--- src/rtl/rwa_params.svh ---
// Register offsets, field positions, reset values and timings in ns
`ifndef RWA_PARAMS_SVH
`define RWA_PARAMS_SVH
`define RWA_ADDR_W            6
`define RWA_OFF_WAKE_STAT     6'h1d
`define RWA_OFF_ANALOG        6'h20
`define RWA_OFF_CHANNEL       6'h21
`define RWA_OFF_PROT0         6'h2e
`define RWA_OFF_PROT1         6'h2f
`define RWA_OFF_ID_LO         6'h3c
`define RWA_RST_WAKE_STAT     8'h01
`define RWA_RST_ANALOG        8'h00
`define RWA_RST_CHANNEL       8'h00
`define RWA_RST_PROT          8'h00
`define RWA_ANA_WR_UNLOCK     6
`define RWA_ANA_ID_RD_EN      5
`define RWA_ANA_AMP_OE        2
`define RWA_ANA_AMP_POL       1
`define RWA_ANA_SOFT_RST      0
`define RWA_ANA_WR_MASK       8'h66
`define RWA_CHAN_MASK         8'h7f
`define RWA_CHAN_MIN          7'h02
`define RWA_CHAN_MAX          7'h4f
`define RWA_SYNTH_BASE_MHZ    12'h960
`define RWA_WAKE_READY_NS     200
`define RWA_CLK_NS            10
`define RWA_APB_CMD           12'h000
`define RWA_APB_STAT          12'h004
`define RWA_APB_PD            12'h008
`define RWA_CMD_WE_BIT        16
`define RWA_STAT_BUSY_BIT     8
`define RWA_STAT_IRQ_BIT      9
`define RWA_STAT_REF_BIT      10
`define RWA_STAT_CHW_BIT      11
`endif

--- src/rtl/rwa_pkg.sv ---
// Types shared by both ends of the register link
package rwa_pkg;
	typedef enum logic [1:0] {WK_DOWN, WK_COUNT, WK_UP} rwa_wake_e;
	typedef enum logic {H_IDLE, H_REQ} rwa_host_e;

	typedef struct packed {
		logic       pd_s1;
		logic       pd_s2;
		rwa_wake_e  wake_st;
		logic [7:0] ready_cnt;
		logic       wake_pend;
		logic [7:0] analog;
		logic [7:0] channel;
		logic [7:0] prot0;
		logic [7:0] prot1;
		logic       ack;
		logic [7:0] rdata;
		logic       amp_pin;
		logic       amp_oe;
		logic       irq_n;
	} rwa_dev_s;

	typedef struct packed {
		rwa_host_e  st;
		logic       req;
		logic       we;
		logic [5:0] addr;
		logic [7:0] wdata;
		logic [7:0] rdata;
		logic [7:0] ana_shadow;
		logic       refused;
		logic       chan_written;
		logic       pd;
		logic       irq_s1;
		logic       irq_s2;
		logic [31:0] prdata;
		logic       pslverr;
	} rwa_host_s;
endpackage : rwa_pkg

--- src/rtl/rwa_link_if.sv ---
// Register link between the host controller and the radio register slice
`timescale 1ns/1ns
`default_nettype none
interface rwa_link_if;
	logic       req;
	logic       we;
	logic [5:0] addr;
	logic [7:0] wdata;
	logic [7:0] rdata;
	logic       ack;
	logic       power_down_pin;
	logic       irq_n;
	logic       ext_amp_ctl_pin;
	logic       ext_amp_ctl_oe;

	modport dev  (input req, we, addr, wdata, power_down_pin,
		output rdata, ack, irq_n, ext_amp_ctl_pin, ext_amp_ctl_oe);
	modport host (output req, we, addr, wdata, power_down_pin,
		input rdata, ack, irq_n, ext_amp_ctl_pin, ext_amp_ctl_oe);
endinterface : rwa_link_if
`default_nettype wire

--- src/rtl/rwa_dev.sv ---
// Radio register slice: wake status, analog control and channel registers
// Summary of operation
// RQ1: Bit 0 of wake status flags pending wake
// RQ2: Reading wake status returns flag, then clears it
// RQ3: Wake status register ignores all writes
// RQ4: Unlock bit gates writes to protected registers
// RQ5: Identification reads return data only when enabled
// RQ6: Host enables identification read only briefly; host leaves the enable set until a later analog control write
// RQ7: Enable bit drives amplifier control pin
// RQ8: Polarity bit selects active-low amplifier control
// RQ9: Host never changes enable and polarity together
// RQ10: Soft reset bit restores defaults, self-clears
// RQ11: Channel field sets 2400 MHz plus channel
// RQ12: Host programs only channels 2 through 79
// RQ13: Host writes channel before first transmission; host only records chan_written and never blocks tx_active
// RQ14: Host writes zero to reserved bits
// RQ15: Power-down release and ready sets wake flag
// RQ16: Interrupt output follows enabled wake flag
`timescale 1ns/1ns
`default_nettype none
`include "rwa_params.svh"
module rwa_dev #(
	parameter int          WAKE_READY_CYC = (`RWA_WAKE_READY_NS + `RWA_CLK_NS - 1) / `RWA_CLK_NS,
	parameter logic [31:0] FACTORY_ID     = 32'h5a5a_0001 // Arbitrary value
) (
	input  wire logic        pclk,
	input  wire logic        presetn,
	rwa_link_if.dev          link,
	input  wire logic        wake_irq_en,
	input  wire logic        tx_active,
	output logic [6:0]       channel,
	output logic [11:0]      synth_freq_mhz,
	output logic             id_read_en,
	output logic [7:0]       prot_reg0,
	output logic [7:0]       prot_reg1
);
	// Parameter checks
	if (WAKE_READY_CYC < 1 || WAKE_READY_CYC > 255) begin : g_chk
		$error("WAKE_READY_CYC out of range");
	end
	if (`RWA_OFF_ID_LO % 4 != 0) begin : g_chk_id
		$error("Identification block not word aligned");
	end

	localparam logic [7:0] READY_LAST = 8'(WAKE_READY_CYC - 1);
	localparam logic [3:0] ID_PAGE    = 4'(`RWA_OFF_ID_LO >> 2);

	// Power-on and soft reset contents
	localparam rwa_pkg::rwa_dev_s RST_STATE = '{
		pd_s1:     1'b1,
		pd_s2:     1'b1,
		wake_st:   rwa_pkg::WK_DOWN,
		ready_cnt: 8'h00,
		wake_pend: 1'(`RWA_RST_WAKE_STAT),
		analog:    `RWA_RST_ANALOG,
		channel:   `RWA_RST_CHANNEL,
		prot0:     `RWA_RST_PROT,
		prot1:     `RWA_RST_PROT,
		ack:       1'b0,
		rdata:     8'h00,
		amp_pin:   1'b0,
		amp_oe:    1'b0,
		irq_n:     1'b1
	};

	rwa_pkg::rwa_dev_s s_q;
	rwa_pkg::rwa_dev_s s_d;
	logic              rd_now;
	logic              wr_now;
	logic [7:0]        rd_val;
	logic              set_wake;
	logic              soft_rst;

	// Register read mux
	always_comb begin
		rd_val = 8'h00;
		case (link.addr)
			`RWA_OFF_WAKE_STAT: begin
				rd_val = {7'h00, s_q.wake_pend}; // see RQ1
			end
			`RWA_OFF_ANALOG: begin
				rd_val = s_q.analog;
			end
			`RWA_OFF_CHANNEL: begin
				rd_val = s_q.channel;
			end
			`RWA_OFF_PROT0: begin
				rd_val = s_q.prot0;
			end
			`RWA_OFF_PROT1: begin
				rd_val = s_q.prot1;
			end
			default: begin
				// Identification bytes, blank while reads are disabled
				if (link.addr[5:2] == ID_PAGE && s_q.analog[`RWA_ANA_ID_RD_EN]) begin
					rd_val = FACTORY_ID[8*link.addr[1:0] +: 8]; // see RQ5
				end
			end
		endcase
	end

	// Next state
	always_comb begin
		s_d = s_q;
		rd_now = link.req && !s_q.ack && !link.we;
		wr_now = link.req && !s_q.ack && link.we;
		soft_rst = wr_now && link.addr == `RWA_OFF_ANALOG && link.wdata[`RWA_ANA_SOFT_RST];
		set_wake = 1'b0;
		// One acknowledge per request
		s_d.ack = link.req && !s_q.ack;
		// Two-stage pin synchroniser
		s_d.pd_s1 = link.power_down_pin;
		s_d.pd_s2 = s_q.pd_s1;
		// Wake sequencing from power-down release
		case (s_q.wake_st)
			rwa_pkg::WK_DOWN: begin
				// Powered down: counter held clear
				s_d.ready_cnt = 8'h00;
				if (!s_q.pd_s2) begin
					s_d.wake_st = rwa_pkg::WK_COUNT;
				end
			end
			rwa_pkg::WK_COUNT: begin
				// Wait until the serial port is ready
				if (s_q.pd_s2) begin
					s_d.wake_st = rwa_pkg::WK_DOWN;
				end else if (s_q.ready_cnt == READY_LAST) begin
					set_wake = 1'b1; // see RQ15
					s_d.wake_st = rwa_pkg::WK_UP;
				end else begin
					s_d.ready_cnt = s_q.ready_cnt + 8'h01;
				end
			end
			rwa_pkg::WK_UP: begin
				// Awake until the next power-down
				if (s_q.pd_s2) begin
					s_d.wake_st = rwa_pkg::WK_DOWN;
				end
			end
			default: s_d.wake_st = rwa_pkg::WK_DOWN;
		endcase
		if (rd_now) begin
			s_d.rdata = rd_val;
		end
		// Read clears the flag, a new wake event wins
		if (rd_now && link.addr == `RWA_OFF_WAKE_STAT) begin
			s_d.wake_pend = 1'b0; // see RQ2
		end
		if (set_wake) begin
			s_d.wake_pend = 1'b1;
		end
		// Wake status has no write path; see RQ3
		if (wr_now) begin
			case (link.addr)
				`RWA_OFF_WAKE_STAT: begin
					// Read-only: write dropped
				end
				`RWA_OFF_ANALOG: begin
					s_d.analog = link.wdata & `RWA_ANA_WR_MASK;
				end
				`RWA_OFF_CHANNEL: begin
					s_d.channel = link.wdata & `RWA_CHAN_MASK; // see RQ11
				end
				`RWA_OFF_PROT0: begin
					if (s_q.analog[`RWA_ANA_WR_UNLOCK]) begin // see RQ4
						s_d.prot0 = link.wdata;
					end
				end
				`RWA_OFF_PROT1: begin
					if (s_q.analog[`RWA_ANA_WR_UNLOCK]) begin // see RQ4
						s_d.prot1 = link.wdata;
					end
				end
				default: begin
					// Unmapped offsets ignore writes
				end
			endcase
		end
		// Soft reset: every register back to default, bit never stored
		if (soft_rst) begin
			s_d.wake_pend = RST_STATE.wake_pend; // see RQ10
			s_d.analog = RST_STATE.analog;
			s_d.channel = RST_STATE.channel;
			s_d.prot0 = RST_STATE.prot0;
			s_d.prot1 = RST_STATE.prot1;
		end
		// Registered pin and interrupt outputs
		s_d.amp_oe = s_d.analog[`RWA_ANA_AMP_OE]; // see RQ7
		s_d.amp_pin = tx_active ^ s_d.analog[`RWA_ANA_AMP_POL]; // see RQ8
		s_d.irq_n = !(s_d.wake_pend && wake_irq_en); // see RQ16
	end

	// State register
	always_ff @(posedge pclk or negedge presetn) begin
		if (!presetn) begin
			s_q <= RST_STATE;
		end else begin
			s_q <= s_d;
		end
	end

	// Link and pin outputs
	assign link.ack = s_q.ack;
	assign link.rdata = s_q.rdata;
	assign link.irq_n = s_q.irq_n;
	assign link.ext_amp_ctl_pin = s_q.amp_pin;
	assign link.ext_amp_ctl_oe = s_q.amp_oe;
	assign channel = s_q.channel[6:0];
	assign synth_freq_mhz = `RWA_SYNTH_BASE_MHZ + {5'h00, s_q.channel[6:0]}; // see RQ11
	assign id_read_en = s_q.analog[`RWA_ANA_ID_RD_EN];
	assign prot_reg0 = s_q.prot0;
	assign prot_reg1 = s_q.prot1;
endmodule : rwa_dev
`default_nettype wire

--- src/flat_wrapper.sv ---
// flat-port wrapper written by rule: the top's interface ports become plain ports
module rwa_dev_flat 
#(
	parameter int          WAKE_READY_CYC = (`RWA_WAKE_READY_NS + `RWA_CLK_NS - 1) / `RWA_CLK_NS,
	parameter logic [31:0] FACTORY_ID     = 32'h5a5a_0001                   
)
  (pclk, presetn, wake_irq_en, tx_active, channel, synth_freq_mhz, id_read_en, prot_reg0, prot_reg1, link_req, link_we, link_addr, link_wdata, link_power_down_pin, link_rdata, link_ack, link_irq_n, link_ext_amp_ctl_pin, link_ext_amp_ctl_oe);
  rwa_link_if link_i ();
  input  wire logic pclk;
  input  wire logic presetn;
  input  wire logic wake_irq_en;
  input  wire logic tx_active;
  output logic [6:0] channel;
  output logic [11:0] synth_freq_mhz;
  output logic id_read_en;
  output logic [7:0] prot_reg0;
  output logic [7:0] prot_reg1;
  input wire logic [$bits(link_i.req)-1:0] link_req;
  input wire logic [$bits(link_i.we)-1:0] link_we;
  input wire logic [$bits(link_i.addr)-1:0] link_addr;
  input wire logic [$bits(link_i.wdata)-1:0] link_wdata;
  input wire logic [$bits(link_i.power_down_pin)-1:0] link_power_down_pin;
  output wire logic [$bits(link_i.rdata)-1:0] link_rdata;
  output wire logic [$bits(link_i.ack)-1:0] link_ack;
  output wire logic [$bits(link_i.irq_n)-1:0] link_irq_n;
  output wire logic [$bits(link_i.ext_amp_ctl_pin)-1:0] link_ext_amp_ctl_pin;
  output wire logic [$bits(link_i.ext_amp_ctl_oe)-1:0] link_ext_amp_ctl_oe;
  assign link_i.req = link_req;
  assign link_i.we = link_we;
  assign link_i.addr = link_addr;
  assign link_i.wdata = link_wdata;
  assign link_i.power_down_pin = link_power_down_pin;
  assign link_rdata = link_i.rdata;
  assign link_ack = link_i.ack;
  assign link_irq_n = link_i.irq_n;
  assign link_ext_amp_ctl_pin = link_i.ext_amp_ctl_pin;
  assign link_ext_amp_ctl_oe = link_i.ext_amp_ctl_oe;
  rwa_dev #(.WAKE_READY_CYC(WAKE_READY_CYC), .FACTORY_ID(FACTORY_ID)) u_core (.pclk(pclk), .presetn(presetn), .link(link_i), .wake_irq_en(wake_irq_en), .tx_active(tx_active), .channel(channel), .synth_freq_mhz(synth_freq_mhz), .id_read_en(id_read_en), .prot_reg0(prot_reg0), .prot_reg1(prot_reg1));
endmodule
--- config.mk ---
export PLATFORM = sky130hd
export DESIGN_NAME = rwa_dev_flat
export DESIGN_NICKNAME = d
export VERILOG_FILES = /design/src/rtl/rwa_pkg.sv /design/src/rtl/rwa_link_if.sv /design/src/rtl/rwa_dev.sv /design/src/flat_wrapper.sv
export VERILOG_INCLUDE_DIRS = /design/src /design/src/rtl
export SDC_FILE = /design/constraint.sdc
export NUM_CORES = 1
export LEC_CHECK = 0
export BUFFER_PORTS_ARGS = -buffer_cell sky130_fd_sc_hd__buf_2
export CELL_PAD_IN_SITES_DETAIL_PLACEMENT = 1
export CELL_PAD_IN_SITES_GLOBAL_PLACEMENT = 1
export CORE_MARGIN = 2
export CORE_UTILIZATION = 44
export DETAILED_ROUTE_END_ITERATION = 10
export PLACE_DENSITY_LB_ADDON = 0.12
export SLEW_MARGIN = 20
export SYNTH_ARGS = -nofsm -noshare
export SYNTH_HDL_FRONTEND = slang
export SYNTH_SLANG_ARGS = --single-unit
--- constraint.sdc ---
create_clock -name pclk -period 3.3 [get_ports pclk]
set_clock_uncertainty 0.05 [all_clocks]
set_input_delay 0.66 -clock pclk [delete_from_list [all_inputs] [get_ports pclk]]
set_output_delay 0.66 -clock pclk [all_outputs]
set_load 0.01 [all_outputs]
== After elaboration in Yosys (flattened, before gate mapping) ==
Cells that the tools add are included.
Cells by class
  multiply operators: 0
  add/subtract/negate cells: 2
  bitwise gates (word level): 1
  equal/unequal tests: 14
  shift operators: 1
  multiplexer cells: 22
  $lt $le $gt $ge: 0
  div/mod/pow operators: 0
  reduce and logical (&&, ||, !) cells: 25
Operator list (count)
  $mux W8: 8
  $pmux W8 S5: 1
  $mux W33: 1
  $mux W32: 1
  $shiftx A32 B6 Y8 const A: 1
  $eq A6 B6 Y1 const B: 4
  $pmux W8 S2: 1
  $reduce_bool A2 Y1: 7
  $add A12 B7 Y12 const A: 1
  $reduce_and A3 Y1: 4
  $add A8 B1 Y8 const B: 1
  $eq A8 B5 Y1 const B: 1
  $logic_and A1 B1 Y1: 8
  $mux W2: 4
  $eq A6 B5 Y1 const B: 1
  $ne A2 B2 Y1 const B: 3
  $pmux W2 S3: 1
  $mux W1: 5
  $eq A4 B4 Y1 const B: 1
  $reduce_and A2 Y1: 2
  $logic_not A1 Y1: 3
  $ne A3 B1 Y1 const B: 1
  $eq A2 B1 Y1 const B: 1
  $eq A2 B2 Y1 const B: 1
  other kinds (3): 3
Word-level totals
  memories: 0
  flip-flop bits (word level): 57
  bits in writable memories: 0
  output and inout bits: 48
  bits in latches: 0
  bits in read-only memories: 0

== Logic depth before layout (Yosys ltp) ==
  word-level depth: 9
  mapped depth: 6
  mapped depth without buffers: 5

== Least setup slack after synthesis ==
No wires, ideal clock.
  path type: input to register
  start point: input link_addr[0]
  end point: register u_core.s_q (netlist bit u_core.channel[1])
  slack: 1.524 ns
  arrival time: 1.605 ns
  stages on the path: 5
  path buffers: 1
  cell sequence: buf_2 nor4b_2 nand4_2 mux2i_1 nor2_1
On the way
  cells in the longest elaborated chain, start to end: 5
Ends and longest elaborated chain
  start: declaration: line flat_wrapper.sv:20  | input wire logic [$bits(link_i.addr)-1:0] link_addr;
  $eq A6 B6 Y1 (no line)
  $logic_and A1 B1 Y1 (no line)
  $logic_and A1 B1 Y1: line rwa_dev.sv:107  | soft_rst = wr_now && link.addr == `RWA_OFF_ANALOG && link.wdata[`RWA_ANA_SOFT_RST];
  $reduce_bool A2 Y1 (no line)
  $reduce_and A2 Y1 (no line)
  end signal: assignment: line rwa_dev.sv:196  | s_q <= RST_STATE;
  end signal: assignment: line rwa_dev.sv:198  | s_q <= s_d;
  end: declaration: line rwa_dev.sv:66  | rwa_pkg::rwa_dev_s s_q;
Parallel ways exist; a longest one is shown, timed or not.
A chain may end at the register's enable or synchronous reset.

== Final worst setup path ==
Same ends and word-level chain as after synthesis.

==> flow_summary.ini <==
[outcome]
status = finished, final reports clean

[yosys]
synthTopCellsByCount = dfrtp_1 (47), buf_4 (41), nor2_1 (34), mux2i_1 (25), nand2_1 (16)
synth_enable_flop_cells = 0
synth_ff_type = dfrtp_1
synth_cell_types = 51
seq_area_frac_synth_pct = 44.4
syn_area_mm2 = 0.00289
synthTopCellsByArea = dfrtp_1 (41%), buf_4 (11%), mux2i_1 (8.7%)
postSynthCellCount = 279
yosys_warnings = 0
yosysTopAreaCellShare_pct = 40.7
yosysMostFrequentCell = dfrtp_1
synthArstFlopShare_pct = 100
synth_seq_cells = 51
synth_area_per_cell_um2 = 10.4
synth_top_cell_by_area = dfrtp_1

[clocking]
post-cts-setup-buffer-count = 0
tritoncts = yes
clk_path_buf_depth = 2
htreeDepth = 2
clkSinkCount = 51
numCtsBuffers = 5
clkLatencyLatePin_ns = 0.30
postCtsHoldBufs = 0
post_cts_resized = 0
path_clk_slew_ns = 0.09
cts_root_buf = clkbuf_8

[floorplan]
ios = 69
die_x_um = 85.0
dieArea_mm2 = 0.00723
core-area_mm2 = 0.00635
row_count = 29
initial_utilization_pct = 45.5
die_y_um = 85.0

[worst_setup_path]
end_kind = flop
crit_type = in -> reg
crit_required_ns = 3.44
crit_start = link_addr[0]
cp_cell_sequence = buf_2 > and4bb_2 > nand3_2 > nor2_1 > buf_4 > nor2_1
ff2ff_setup_slack_ns = 1.39
crit_buf_inv = 2
cp_top_family = simple AND/OR/NAND/NOR gates
cp-start-kind = primary input
regToRegStartpoint = u_core.link.ack
cp_slowest_cell = and4bb_2
r2r_end = u_core.channel[1]
cp_max_fo = 20
critPathArrivalTime_ns = 2.25
reg2regPathDepth = 5
critPathMaxStageDelay_ns = 0.42
worst_path_most_repeated_cell = nor2_1

[global_route]
grt_pass1_vias = 2082
grt_max_degree = 28
grt_pass1_wl_um = 11000
antenna_found_initial = 0
grtUsageTotal_pct = 19.1
overflow = 0

[finish]
drive_gt1_share_pct = 31.0
area_growth_pct = 5.98
finish.instance_area_mm2 = 0.00306
layout.nets = 328
final_util_pct = 48.2
n_antenna_cell = 0

[pwr]
p_per_area_mw_per_mm2 = 391
max-vdd-ir-drop_v = 0.000233
power_w = 0.00120
cellLeakagePower_nw = 1.67

[place]
dpl_cell_area_mm2 = 0.00297
gp_congestion = 0.788
port_buffers = 64
dp_hpwl_um = 5160

[timing]
setup_viol = 0
grt_setup_unrepaired = no
drv_slew = 0
max_freq_ghz = 0.473
finalHoldViolations = 0
relSlewSlack_pct = 57.3
worst_slew_pin_slew_ns = 0.640
tns_ns = 0
fin_crit_sh_pct = 64.1
period_needed_ns = 2.11

[routing]
met1_length_um = 3310
via_per_inst = 5.43
initialDrtViolationCount = 126
drc = 0
route.detailed.wl_per_inst_um = 17.5
vias = 2078
drt.antenna.violating_nets = 0
drt-pass1-iter-count = 4
dr.max_layer_used = met4
totalWireLength_um = 6720
wl_met3_um = 243
routed-wl-met2_um = 3100

[hold_path]
worstHoldPathType = in -> async

[flow_run]
drv_cap = 0
cell type report:
type | count | area, um^2
Clock buffer | 7 | 86.3
Clock inverter | 1 | 5.00
Fill cell | 753 | 3290
Inverter | 5 | 18.8
Multi-Input combinational cell | 175 | 1230
Sequential cell | 51 | 1280
Tap cell | 77 | 96.3
Timing Repair Buffer | 67 | 343
cells in the final DEF, fill, tap and decap left out, types with 3 or more instances in the layout:
master    Yosys  routed
o21ai_0       7       7
inv_1         5       5
xor2_1        4       4
buf_2         7      64
and2_1        3       3
nor2b_1       7       7
dfstp_2       4       4
dfrtp_1      47      47
buf_4        41       3
nor2_1       34      34
mux2i_1      25      25
clkbuf_8      0       6
nand3_1       7       7
nand2_1      16      16
mux2_2        6       6
conb_1        2       4
nand4_1       5       5
a21oi_1       4       4
a22o_1        4       4
nand3b_1      4       4
per-layer routing:
metal,vias to the layer above,global-route usage [%]
li1,978,-
met1,1051,28.4
met2,43,29.5
met3,6,3.11
met4,0,4.33
met5,-,0
worst register-to-register path: stages, from the launching register on:
cell and delay (ns):
dfrtp_1 0.43, and4bb_2 0.38, nand3_2 0.18, nor2_1 0.39
buf_4 0.29, nor2_1 0.08
worst max path at each step:
| stage | to | slack [ns] | depth (start not counted) |
|---|---|---|---|
| 6_report | u_core.channel[1] | 1.19 | 6 |
| 5_1_grt | u_core.channel[6] | 1.07 | 6 |
| 2_1_floorplan | u_core.channel[1] | 1.52 | 5 |
| 3_5_place_dp | u_core.channel[1] | 0.89 | 6 |
| 3_3_place_gp | u_core.prot_reg0[3] | 0.95 | 6 |
| 4_1_cts | u_core.channel[1] | 1.20 | 6 |
logic make-up after synthesis:
| kind of cell | count (synthesis) | synth area share, % |
|---|---|---|
| other cells | 2 | 0.260 |
| simple gates | 97 | 19.6 |
| mux | 32 | 11.5 |
| flops | 51 | 44.4 |
| xor+xnor | 6 | 1.82 |
| fa+ha+maj | 2 | 0.866 |
| buf+inv | 55 | 13.3 |
| compound gates | 34 | 8.28 |
flip-flops by register name, summed over array words and instances, names as in the netlist:
name                         flops
u_core.s_q                      14
u_core.link.rdata                8
u_core.prot_reg0                 8
u_core.prot_reg1                 8
u_core.channel                   7
u_core.id_read_en                1
u_core.link.ack                  1
u_core.link.ext_amp_ctl_oe       1
u_core.link.ext_amp_ctl_pin      1
u_core.link.irq_n                1
u_core.s_d                       1
report_power, final:
group,switching (W),internal (W)
Clock,0.000202,0.000170
Sequential,0.0000218,0.000653
Combinational,0.0000899,0.0000599
Total,0.000314,0.000882
stage by stage:
step           setup slack [ns]  hold slack (ns)  std cells
5_1_grt                    1.07            0.320        383
2_1_floorplan              1.52            0.295        281
6_report                   1.19            0.293        383
4_1_cts                    1.20            0.316        383
3_3_place_gp              0.949            0.299        375
3_5_place_dp              0.893            0.302        375
No activity file was read; power rests on OpenSTA's default activity.
